$ cat config.mk
export PLATFORM = sky130hd
export DESIGN_NAME = mcc_capture_unit
export DESIGN_NICKNAME = d
export VERILOG_FILES = /design/src/mcc_pkg.sv /design/src/mcc_time_base.sv /design/src/mcc_capture_unit.sv
export SDC_FILE = /design/constraint.sdc
export NUM_CORES = 2
export LEC_CHECK = 0
export ABC_CLOCK_PERIOD_IN_PS = 2800
export BUFFER_PORTS_ARGS = -buffer_cell sky130_fd_sc_hd__buf_2
export CAP_MARGIN = 5
export CORE_MARGIN = 2
export CORE_UTILIZATION = 40
export CTS_BUF_LIST = sky130_fd_sc_hd__clkbuf_8
export CTS_CLUSTER_DIAMETER = 120
export DETAILED_ROUTE_END_ITERATION = 12
export GPL_TIMING_DRIVEN = 0
export MAX_ROUTING_LAYER = met4
export PLACE_DENSITY_LB_ADDON = 0.2
export SYNTH_ARGS = -nofsm -noshare
export SYNTH_HDL_FRONTEND = slang
export SYNTH_HIERARCHICAL = 1
export SYNTH_SLANG_ARGS = --single-unit
export TNS_END_PERCENT = 5
$ cat constraint.sdc
create_clock -name i_mclk -period 2.8 [get_ports i_mclk]
set_clock_uncertainty 0.15 [all_clocks]
set_input_delay 0.84 -clock i_mclk [delete_from_list [all_inputs] [get_ports i_mclk]]
set_output_delay 0.84 -clock i_mclk [all_outputs]
set_load 0.01 [all_outputs]
$ cat src/mcc_pkg.sv
// Shared constants and types for the multi-channel capture unit
package mcc_pkg;

	localparam int          NUM_CHAN       = 16;
	localparam int          CNT_W          = 16;
	localparam int          STAGGER_SLOTS  = 8;
	localparam int          PRESC_W        = 8;
	localparam logic [15:0] CNT_MAX        = 16'hFFFF;
	localparam logic [15:0] RELOAD_RST     = 16'h0000;
	localparam logic [15:0] COUNT_RST      = 16'h0000;
	localparam logic [2:0]  SLOT_LAST      = 3'h7;
	localparam logic [2:0]  PAIR_MASK      = 3'h7;
	localparam int          DBL_PAIR_OFS   = 8;

	// Capture edge selection field
	localparam logic [1:0]  EDGE_RISE      = 2'h1;
	localparam logic [1:0]  EDGE_FALL      = 2'h2;

	typedef enum logic [1:0] {
		MCC_SRC_PRESC  = 2'b00,
		MCC_SRC_GP_OVF = 2'b01,
		MCC_SRC_EXT    = 2'b10
	} mcc_clk_src_t;

	typedef enum logic [2:0] {
		MCC_CMP_IRQ_MULTI = 3'b000,
		MCC_CMP_TOGGLE    = 3'b001,
		MCC_CMP_IRQ_ONCE  = 3'b010,
		MCC_CMP_SET_CLR   = 3'b011,
		MCC_CMP_DOUBLE    = 3'b100
	} mcc_cmp_mode_t;

	typedef struct packed {
		logic          run;
		mcc_clk_src_t  src;
		logic [2:0]    presc;
	} mcc_tb_cfg_t;

	typedef struct packed {
		logic          capture;
		logic          tsel;
		logic [1:0]    edge_sel;
		mcc_cmp_mode_t cmode;
		logic          single;
	} mcc_chan_cfg_t;

	typedef struct packed {
		logic [15:0]   count;
		logic [15:0]   reload;
		logic [7:0]    presc_cnt;
		logic          ext_q;
		logic          tick;
		logic          ovf;
	} mcc_tb_state_t;

	typedef struct packed {
		logic [15:0][15:0] val;
		logic [15:0]       pin_q;
		logic [15:0]       pin_out;
		logic [15:0]       pin_oe;
		logic [15:0]       irq;
		logic [15:0]       armed;
		logic [15:0]       se_done;
		logic [2:0]        slot;
	} mcc_state_t;

	// Mask of low prescaler bits that must all be set for a tick
	function automatic logic [7:0] presc_mask(input logic [2:0] sel);
		presc_mask = ~(8'hFF << sel);
	endfunction : presc_mask

endpackage : mcc_pkg

$ cat src/mcc_time_base.sv
// One 16-bit time base with reload register and selectable count source
`timescale 1ns/100ps
module mcc_time_base (
	// Clock and reset
	input  wire logic                 i_mclk,
	input  wire logic                 i_resetn,
	// Configuration
	input  wire mcc_pkg::mcc_tb_cfg_t i_cfg,
	input  wire logic                 i_gp_ovf,
	input  wire logic                 i_ext_cnt,
	input  wire logic                 i_rel_wr,
	input  wire logic [15:0]          i_rel_data,
	// Status
	output logic      [15:0]          o_count,
	output logic                      o_tick,
	output logic                      o_ovf
);

	mcc_pkg::mcc_tb_state_t st;
	mcc_pkg::mcc_tb_state_t next_st;
	logic                   inc;

	always_comb begin
		next_st      = st;
		next_st.tick = 1'b0;
		next_st.ovf  = 1'b0;
		next_st.ext_q = i_ext_cnt;
		next_st.presc_cnt = st.presc_cnt + 8'h01;
		if (i_rel_wr) begin
			next_st.reload = i_rel_data;
		end
		unique case (i_cfg.src)
			mcc_pkg::MCC_SRC_PRESC:  inc = (st.presc_cnt & mcc_pkg::presc_mask(i_cfg.presc))
				== mcc_pkg::presc_mask(i_cfg.presc);
			mcc_pkg::MCC_SRC_GP_OVF: inc = i_gp_ovf;
			mcc_pkg::MCC_SRC_EXT:    inc = i_ext_cnt & ~st.ext_q;
			default:                 inc = 1'b0;
		endcase
		if (i_cfg.run && inc) begin
			next_st.tick = 1'b1;
			if (st.count == mcc_pkg::CNT_MAX) begin
				next_st.count = next_st.reload;
				next_st.ovf   = 1'b1;
			end else begin
				next_st.count = st.count + 16'h0001;
			end
		end
	end

	always_ff @(posedge i_mclk) begin
		if (!i_resetn) begin
			st <= '{count: mcc_pkg::COUNT_RST, reload: mcc_pkg::RELOAD_RST, default: '0};
		end else begin
			st <= next_st;
		end
	end

	assign o_count = st.count;
	assign o_tick  = st.tick;
	assign o_ovf   = st.ovf;
endmodule : mcc_time_base

$ cat src/mcc_capture_unit.sv
// Sixteen-channel capture/compare unit with two time bases
`timescale 1ns/100ps
// Functional notes
// - Sixteen capture/compare channels, one clock resolution normally.
// - Staggered operation services each channel once every eight clocks.
// - Two independent 16-bit timers with reload registers serve as time bases.
// - Each timer counts on prescaled clock or the shared i_gp_ovf overflow input.
// - An external count input may clock either timer.
// - Each channel picks its timer and capture or compare operation.
// - Each channel owns one pin: capture input or compare output.
// - Qualifying pin edge copies assigned timer count into channel register.
// - Every capture raises that channel's interrupt request.
// - Capture trigger is rising, falling or both edges.
// - Compare channels match against their timer on every count, only in their own slot when staggered.
// - Mode zero: interrupt only, many per period allowed.
// - Mode one: each match toggles the pin, many per period.
// - Mode two: interrupt only, first match per period only.
// - Mode three: pin high on match, low on overflow, once per period.
// - Double register: two channels share a pin, a match on either toggles it, once if both match in the same clock.
// - Single event option limits output to one edge or pulse.
module mcc_capture_unit (
	// Clock and reset
	input  wire logic                             i_mclk,
	input  wire logic                             i_resetn,
	// Time base control
	input  wire mcc_pkg::mcc_tb_cfg_t             i_tb_cfg_a,
	input  wire mcc_pkg::mcc_tb_cfg_t             i_tb_cfg_b,
	input  wire logic                             i_gp_ovf,
	input  wire logic                             i_ext_cnt_a,
	input  wire logic                             i_ext_cnt_b,
	input  wire logic                             i_rel_wr_a,
	input  wire logic                             i_rel_wr_b,
	input  wire logic [15:0]                      i_rel_data,
	// Channel configuration and register writes
	input  wire mcc_pkg::mcc_chan_cfg_t [15:0]    i_chan_cfg,
	input  wire logic                             i_staggered,
	input  wire logic                             i_wr_en,
	input  wire logic [3:0]                       i_wr_chan,
	input  wire logic [15:0]                      i_wr_data,
	// Channel pins
	input  wire logic [15:0]                      i_pin,
	output logic      [15:0]                      o_pin,
	output logic      [15:0]                      o_pin_oe,
	// Status
	output logic      [15:0][15:0]                o_chan_value,
	output logic      [15:0]                      o_irq,
	output logic      [15:0]                      o_count_a,
	output logic      [15:0]                      o_count_b
);

	mcc_pkg::mcc_state_t st;
	mcc_pkg::mcc_state_t next_st;

	logic [15:0] cnt_a;
	logic [15:0] cnt_b;
	logic        tick_a;
	logic        tick_b;
	logic        ovf_a;
	logic        ovf_b;

	// Per-channel decode, kept visible for the checks below
	logic [15:0] act;
	logic [15:0] cap_evt;
	logic [15:0] match;
	logic [15:0] tgl;
	logic [15:0] set_pin;
	logic [15:0] clr_pin;
	logic [15:0] drives;

	mcc_time_base u_tb_a (
		.i_mclk     (i_mclk),
		.i_resetn   (i_resetn),
		.i_cfg      (i_tb_cfg_a),
		.i_gp_ovf   (i_gp_ovf),
		.i_ext_cnt  (i_ext_cnt_a),
		.i_rel_wr   (i_rel_wr_a),
		.i_rel_data (i_rel_data),
		.o_count    (cnt_a),
		.o_tick     (tick_a),
		.o_ovf      (ovf_a)
	);

	mcc_time_base u_tb_b (
		.i_mclk     (i_mclk),
		.i_resetn   (i_resetn),
		.i_cfg      (i_tb_cfg_b),
		.i_gp_ovf   (i_gp_ovf),
		.i_ext_cnt  (i_ext_cnt_b),
		.i_rel_wr   (i_rel_wr_b),
		.i_rel_data (i_rel_data),
		.o_count    (cnt_b),
		.o_tick     (tick_b),
		.o_ovf      (ovf_b)
	);

	function automatic logic [15:0] sel_cnt(input logic t, input logic [15:0] a,
		input logic [15:0] b);
		sel_cnt = t ? b : a;
	endfunction : sel_cnt

	function automatic logic sel_bit(input logic t, input logic a, input logic b);
		sel_bit = t ? b : a;
	endfunction : sel_bit

	always_comb begin
		mcc_pkg::mcc_chan_cfg_t c;
		logic [15:0]            cnt;
		logic                   tk;
		logic                   ov;
		logic                   rise;
		logic                   fall;
		int                     p;
		c       = '0;
		cnt     = '0;
		tk      = 1'b0;
		ov      = 1'b0;
		rise    = 1'b0;
		fall    = 1'b0;
		p       = 0;
		next_st = st;
		next_st.irq = '0;
		act     = '0;
		cap_evt = '0;
		match   = '0;
		tgl     = '0;
		set_pin = '0;
		clr_pin = '0;
		drives  = '0;
		// Stagger slot walks all channels in groups of two per clock
		next_st.slot = (st.slot == mcc_pkg::SLOT_LAST) ? 3'h0 : st.slot + 3'h1;
		for (int i = 0; i < mcc_pkg::NUM_CHAN; i++) begin
			c    = i_chan_cfg[i];
			cnt  = sel_cnt(c.tsel, cnt_a, cnt_b);
			tk   = sel_bit(c.tsel, tick_a, tick_b);
			ov   = sel_bit(c.tsel, ovf_a, ovf_b);
			act[i] = !i_staggered || (st.slot == 3'(i));
			rise = i_pin[i] & ~st.pin_q[i];
			fall = ~i_pin[i] & st.pin_q[i];
			if (act[i]) begin
				next_st.pin_q[i] = i_pin[i];
			end
			if (i_wr_en && i_wr_chan == 4'(i)) begin
				next_st.val[i]     = i_wr_data;
				next_st.se_done[i] = 1'b0;
				next_st.armed[i]   = 1'b1;
			end
			if (c.capture) begin
				// Pin is an input while capturing
				cap_evt[i] = act[i] && ((rise && c.edge_sel[0]) || (fall && c.edge_sel[1]));
				if (cap_evt[i]) begin
					next_st.val[i] = cnt;
					next_st.irq[i] = 1'b1;
				end
			end else begin
				// Overflow re-arms once-per-period modes
				if (ov) begin
					next_st.armed[i] = 1'b1;
					if (c.cmode == mcc_pkg::MCC_CMP_SET_CLR && !st.se_done[i]) begin
						clr_pin[i] = 1'b1;
					end
				end
				match[i] = act[i] && tk && (cnt == st.val[i]) && !st.se_done[i];
				unique case (c.cmode)
					mcc_pkg::MCC_CMP_IRQ_MULTI: begin
						if (match[i]) begin
							next_st.irq[i] = 1'b1;
						end
					end
					mcc_pkg::MCC_CMP_TOGGLE: begin
						drives[i] = 1'b1;
						tgl[i]    = tgl[i] | match[i];
					end
					mcc_pkg::MCC_CMP_IRQ_ONCE: begin
						// Overflow in the same cycle opens a new period
						if (match[i] && (st.armed[i] || ov)) begin
							next_st.irq[i]   = 1'b1;
							next_st.armed[i] = 1'b0;
						end
					end
					mcc_pkg::MCC_CMP_SET_CLR: begin
						drives[i] = 1'b1;
						if (match[i] && (st.armed[i] || ov)) begin
							set_pin[i]       = 1'b1;
							next_st.armed[i] = 1'b0;
						end
					end
					mcc_pkg::MCC_CMP_DOUBLE: begin
						// Pair i and i+8 share the lower channel's pin
						p = i & 7;
						drives[p] = 1'b1;
						tgl[p]    = tgl[p] | match[i];
					end
					default: begin
					end
				endcase
				// Single event: freeze after the first action until rewritten
				if (c.single && match[i]) begin
					next_st.se_done[i] = 1'b1;
				end
			end
		end
		next_st.pin_out = ((st.pin_out ^ tgl) & ~clr_pin) | set_pin;
		next_st.pin_oe  = drives;
	end

	always_ff @(posedge i_mclk) begin
		if (!i_resetn) begin
			st <= '{armed: 16'hFFFF, default: '0};
		end else begin
			st <= next_st;
		end
	end

	assign o_pin        = st.pin_out;
	assign o_pin_oe     = st.pin_oe;
	assign o_chan_value = st.val;
	assign o_irq        = st.irq;
	assign o_count_a    = cnt_a;
	assign o_count_b    = cnt_b;

	// Checks on channel behaviour
	for (genvar g = 0; g < 16; g++) begin : g_chk

	end
endmodule : mcc_capture_unit

# After elaboration in Yosys (flattened, before gate mapping)
# Cells that the tools add are included.
[word_totals]
inputBits = 201
wordCells = 1024
register_bits = 441
out_inout_bits = 336
[op_classes]
shift = 2
n_eq_ne = 110
n_mux = 482
bitwise_logic = 85
n_reduce_logical = 290
n_addsub = 5
[ops]
columns = ["cell", "n"]
rows = [
  ["$mux W16", 68],
  ["$mux W1", 394],
  ["$eq A16 B16 Y1", 16],
  ["$logic_and A1 B1 Y1", 162],
  ["$eq A3 B2 Y1 const B", 34],
  ["$reduce_or A2 Y1", 41],
  ["$eq A3 B3 Y1 const B", 20],
  ["$eq A3 B1 Y1 const B", 17],
  ["$logic_not A3 Y1", 17],
  ["$logic_or A1 B1 Y1", 40],
  ["$not A1 Y1", 35],
  ["$and A1 B1 Y1", 34],
  ["$add A16 B1 Y16 const B", 2],
  ["$eq A16 B16 Y1 const B", 2],
  ["$eq A4 B4 Y1 const B", 8],
  ["$pmux W1 S2", 16],
  ["$reduce_or A3 Y1", 8],
  ["$logic_not A1 Y1", 17],
  ["$add A8 B1 Y8 const B", 2],
  ["$and A16 B16 Y16", 1],
  ["$and A8 B8 Y8", 2],
  ["$eq A4 B3 Y1 const B", 4],
  ["$eq A8 B8 Y1", 2],
  ["$not A16 Y16", 1],
  ["other kinds (15)", 31],
]

# Depth between registers and ports, before layout
[logic_depth]
ltp_word = 13
ltp_mapped = 10
mapped_depth_nobuf = 10

# Cells and area by module
# The synthesis kept the hierarchy.
[modules_own_cells]
columns = ["module", "area_each_um2", "cells_each", "instances", "seq_area_each_um2"]
rows = [
  ["mcc_capture_unit", 25640.8, 3055, 1, 7106.8],
  ["mcc_time_base (u_tb_a)", 2153.3, 241, 1, 840.8],
  ["mcc_time_base (u_tb_b)", 2043.2, 241, 1, 840.8],
]

# Worst setup path after synthesis
# Ideal clock, no wire load.
[synth_path]
kind = "in2reg"
startpoint = "input port i_chan_cfg[70] (netlist name)"
endpoint = "register st, in the netlist o_pin[8]"
n_path_buf = 2
path_stages = 10
setup_ps = 125
t_required_ps = 2525
arrival_time_ps = 2733
setup_slack_ps = -208
path_cell_list = "buf_2 -> buf_4 -> mux2i_1 -> xor2_1 -> nand4_1 -> nor4_1 -> nand2_1 -> o31a_1 -> o211ai_1 -> o31ai_1"
[synth_via]
elab_chain_len = 9
elab_cells_between_ends = 20
classes_between = "eq/ne: 1; mux: 10; bitwise: 4; reduce/logical: 5"
[synth_lines]
columns = ["element", "line_no", "rtl"]
rows = [
  ["from (decl)", "mcc_capture_unit.sv:35", "input wire mcc_pkg::mcc_chan_cfg_t [15:0] i_chan_cfg,"],
  ["$mux W16 / $mux W1 (equally long branches)", "mcc_capture_unit.sv:98, mcc_capture_unit.sv:102", ""],
  ["$eq A16 B16 Y1 / $logic_and A1 B1 Y1 (equally long branches)", "mcc_capture_unit.sv:162", "match[i] = act[i] && tk && (cnt == st.val[i]) && !st.se_done[i];"],
  ["$logic_and A1 B1 Y1 (2 in a row)", "mcc_capture_unit.sv:162", ""],
  ["$mux W1 / $logic_and A1 B1 Y1 (equally long branches)", "mcc_capture_unit.sv:163, mcc_capture_unit.sv:182", ""],
  ["$mux W1 (on tied branches)", "mcc_capture_unit.sv:147, mcc_capture_unit.sv:182", ""],
  ["$xor A16 B16 Y16 / $mux W1 (equally long branches)", "mcc_capture_unit.sv:202, mcc_capture_unit.sv:163", ""],
  ["$and A16 B16 Y16 / $mux W1 (equally long branches)", "mcc_capture_unit.sv:202, mcc_capture_unit.sv:147", ""],
  ["$or A16 B16 Y16 *", "mcc_capture_unit.sv:202", "next_st.pin_out = ((st.pin_out ^ tgl) & ~clr_pin) | set_pin;"],
  ["to (signal assigned)", "mcc_capture_unit.sv:210", "st <= next_st;"],
  ["to (decl)", "mcc_capture_unit.sv:51", "mcc_pkg::mcc_state_t st;"],
]
# Every way passes the cells marked *; elsewhere a longest branch is shown, timed or not.
# A chain may end at the register's enable or synchronous reset.

# Worst setup path in the final report
[layout_path]
startpoint = "input port i_wr_chan[2]"
endpoint = "register st, in the netlist o_chan_value[77]"
[layout_via]
elab_chain_len = 5
[layout_lines]
columns = ["element", "line_no", "rtl"]
rows = [
  ["from (decl)", "mcc_capture_unit.sv:38", "input wire logic [3:0] i_wr_chan,"],
  ["$eq A4 B3 Y1 *", "mcc_capture_unit.sv:142", "if (i_wr_en && i_wr_chan == 4'(i)) begin"],
  ["$logic_and A1 B1 Y1 *", "mcc_capture_unit.sv:142", ""],
  ["$mux W16 *", "mcc_capture_unit.sv:142", ""],
  ["$mux W16", "mcc_capture_unit.sv:150", "if (cap_evt[i]) begin"],
  ["$mux W16 *", "mcc_capture_unit.sv:147", "if (c.capture) begin"],
]
# Marks and branches as above.

==> summary.txt <==
Outcome
  – Status: finished with violations
  – Failing checks: max-capacitance violations, max-slew violations, negative setup slack

Floorplan
  – Die area: 76800 µm²
  – Die H: 277 µm
  – Die W: 277 µm
  – # rows: 100
  – I/O pin total: 537
  – Starting density of the core: 40.2%
  – Core Box Area: 74200 µm²

Yosys
  – Cells after Synth: 3537
  – Synth top area cells: dfxtp_1 (29%), mux2i_1 (11%), buf_4 (8.6%), mux2_2 (8.4%), xnor2_1 (5.3%)
  – Syn nets: 3748
  – Number of synthesized flops with an enable pin: 0
  – Yosys cell types: 88
  – Post-Syn Area: 29800 µm²
  – Synth area leader: dfxtp_1
  – Top post-synthesis cells by count: dfxtp_1 (439), buf_4 (343), mux2i_1 (328)
  – Top_reg_cell synth: dfxtp_1
  – Syn avg cell area: 8.44 µm²
  – Top-area cell type share of the netlist area: 29.5%
  – #FFs+latches synth: 439
  – Seq/Total Area, Yosys: 29.5%
  – Most instantiated library cell after synthesis: dfxtp_1
  – Synth warnings: 6
  – Fraction of synthesis flops using an asynchronous set or reset pin: 0%

Critical path
  – CP Capture Type: flop
  – Crit Reg-Reg Startpoint: st[0]
  – Crit start category: input pin
  – Reg2Reg Capture Point: o_pin[10]
  – CP required: 3.21 ns
  – Worst Path Max Fanout: 10
  – Setup crit end: o_chan_value[77]
  – Critical path origin: i_wr_chan[2]
  – Setup CP Type: in -> reg
  – R2R Setup Slk: -0.05 ns
  – Crit path DAT: 3.33 ns
  – R2R cell count: 10

Clock network
  – CTS tree: yes
  – Worst-Skew Late Latency: 0.72 ns
  – CTS H-tree lvls: 3
  – CTS Root Cell: clkbuf_8
  – Sink Count: 439
  – CTS Buf Count: 84
  – Clock Path Buffers: 3
  – Clock-pin transition on the worst setup and hold timing paths: 0.06 ns

Timing
  – Max Slew Vio Count: 34
  – Min setup slack post-route: -0.114 ns
  – Min cycle time layout: 2.91 ns
  – RSZ-0062 raised after global routing: true
  – Final setup fails: 24
  – Max_slew headroom: -3.77%
  – Final count of hold timing violations: 0
  – Slew @ Worst Pin: 1.56 ns
  – Period utilisation layout: 104%
  – Fmax: 343 MHz
  – Fin Hold WS: 0.199 ns

Power and ir drop
  – Sequential share of power: 41.8%
  – Logic pwr share: 16.9%
  – NetSw: 5.02 mW
  – PnR Total Power: 16.0 mW
  – P_int: 11.0 mW
  – Worst vdd ir: 0.000270 V
  – Leak pwr: 16.3 nW
  – Switching Share: 31.4%
  – Clock power share: 41.3%
  – Power density over the cells: 441 nW/µm²

Global routing
  – Largest net degree at the start of global routing: 18
  – Initial antenna violation count: 22
  – Total GRT Usage: 37.4%
  – Gr ovfl total: 0
  – First-pass GRT wire length: 201000 µm
  – Number of global-route vias before repair: 27909

Detailed routing
  – Routed Antenna Nets: 0
  – WL/cell: 28.1 µm
  – DR pass1 iterations: 6
  – Vias: 29904
  – DR vias/cell: 5.76
  – Iter 0 DRT Violations: 3270
  – DRC violation count after routing: 0
  – Final wirelength: 146000 µm

Job
  – # Max-Cap Violations: 3

Place
  – Number of port buffers: 518
  – Dpl cell area: 33700 µm²
  – Post-Place Cells: 5025
  – Routability cong.: 0.994
  – Setup slack at placement: -1.49 ns
  – Half-perimeter wire length after placement: 103000 µm

Final layout
  – Register area: 8820 µm²
  – Nets: 4354
  – Area growth from synthesis to layout: 21.6%
  – Area occupied by multi-input gates: 17700 µm²
  – Design area: 36300 µm²
  – Final Instance Count excl. Fillers: 5188
  – Layout cells sized above 1: 35.9%
  – Filler cells: 7529

Hold path
  – Min-delay worst type: in -> reg
## state kept, by name (all words and copies together), names as in the netlist, 16 cells and up
name	flops
u_tb_a/o_count	16
u_tb_b/o_count	16
o_pin_oe	16
o_pin	16
o_chan_value	256
st	51
u_tb_b/st	24
o_irq	16
u_tb_a/st	24
## cell families (layout without fill, tap and decap cells)
family                     after synthesis  count (layout)  share of synthesized area (%)
xor gates and xnor gates               279             279                           8.19
other                                    0              18                              0
adders and majority gates               10              10                          0.419
AOI/OAI and AO/OA                      546             546                           11.4
muxes                                  554             554                           19.6
buffers and inverters                  594            1258                           12.3
DFF                                    439             439                           29.5
and+or+nand+nor                       1115            1115                           18.7
## metal layers
metal | up-vias | GRT usage (%) | routed length (µm)
li1 | 13269 | - | -
met2 | 1880 | 55.1 | 63200
met3 | 445 | 8.93 | 15600
met5 | - | - | 0
met4 | 0 | 19.6 | 8420
met1 | 14310 | 47.4 | 58800
## area by class of cell
type / count / area share (%)
Multi-Input combinational cell: 2504 / 48.9
Buffer: 564 / 11.2
Sequential cell: 439 / 24.3
Tap cell: 969 / 3.34
Inverter: 29 / 0.300
Antenna cell: 18 / 0.124
Clock inverter: 41 / 0.679
Timing Repair Buffer: 521 / 7.22
Clock buffer: 103 / 3.91
## worst max-delay path: stages
cell and delay [ns]:
buf_2 0.13, nand3b_1 0.48, or3_1 0.22, clkbuf_1 0.44, clkbuf_1 0.61, mux2_2 0.40
a21oi_1 0.14, nor2_1 0.05
## power by group through the flow
stage          Sequential (mW)  Clock, mW  Combinational, mW
4_1_cts                   6.68       6.65               2.61
5_1_grt                   6.70       6.93               2.84
2_1_floorplan             6.73          0               1.54
3_5_place_dp              6.81          0               2.57
3_3_place_gp              6.80          0               2.56
6_report                  6.69       6.62               2.71
## how the worst min path moves through the flow
stage	to	from	slack, ns	cells after the start
final	u_tb_b/st[2]	i_ext_cnt_b	0.20	2
after global routing	u_tb_a/st[2]	i_ext_cnt_a	0.19	2
after CTS	u_tb_a/st[2]	i_ext_cnt_a	0.16	2
after detailed placement	st[84]	st[84]	0.31	2
after global placement	st[94]	st[94]	0.30	2
after floorplan	st[0]	st[0]	0.28	1
## placed cells by master, fill, tap and decap left out, types with 27 or more instances in the layout
| cell | n |
|---|---|
| a211oi_1 | 135 |
| mux2i_1 | 327 |
| mux2_2 | 222 |
| xnor2_1 | 179 |
| clkbuf_8 | 124 |
| nor2_1 | 302 |
| o21ai_0 | 87 |
| buf_2 | 539 |
| buf_4 | 321 |
| or2_2 | 101 |
| nand3b_1 | 27 |
| inv_1 | 53 |
| nor4_1 | 34 |
| nand3_1 | 70 |
| dfxtp_1 | 415 |
| a21oi_1 | 197 |
| clkbuf_1 | 128 |
| nand2_1 | 287 |
| xor2_1 | 100 |
| nor3_1 | 33 |
| buf_6 | 35 |
| nor2b_1 | 66 |
## per-stage QoR
stage               util [%]  setup TNS, ns
finish                  48.9          -1.08
global route            48.9          -2.13
CTS                     48.4         -0.588
detailed placement      45.4        -181.42
global placement        45.4        -202.46
floorplan                  -          -1.03
## what timing repair did
item,CTS,global route
setup buffers,1,1
setup endpoints to repair,213,144
hold buffers,0,0
resized for setup,153,95
pin swaps,2,7
cloned,0,0
No activity file was read; power rests on OpenSTA's default activity.
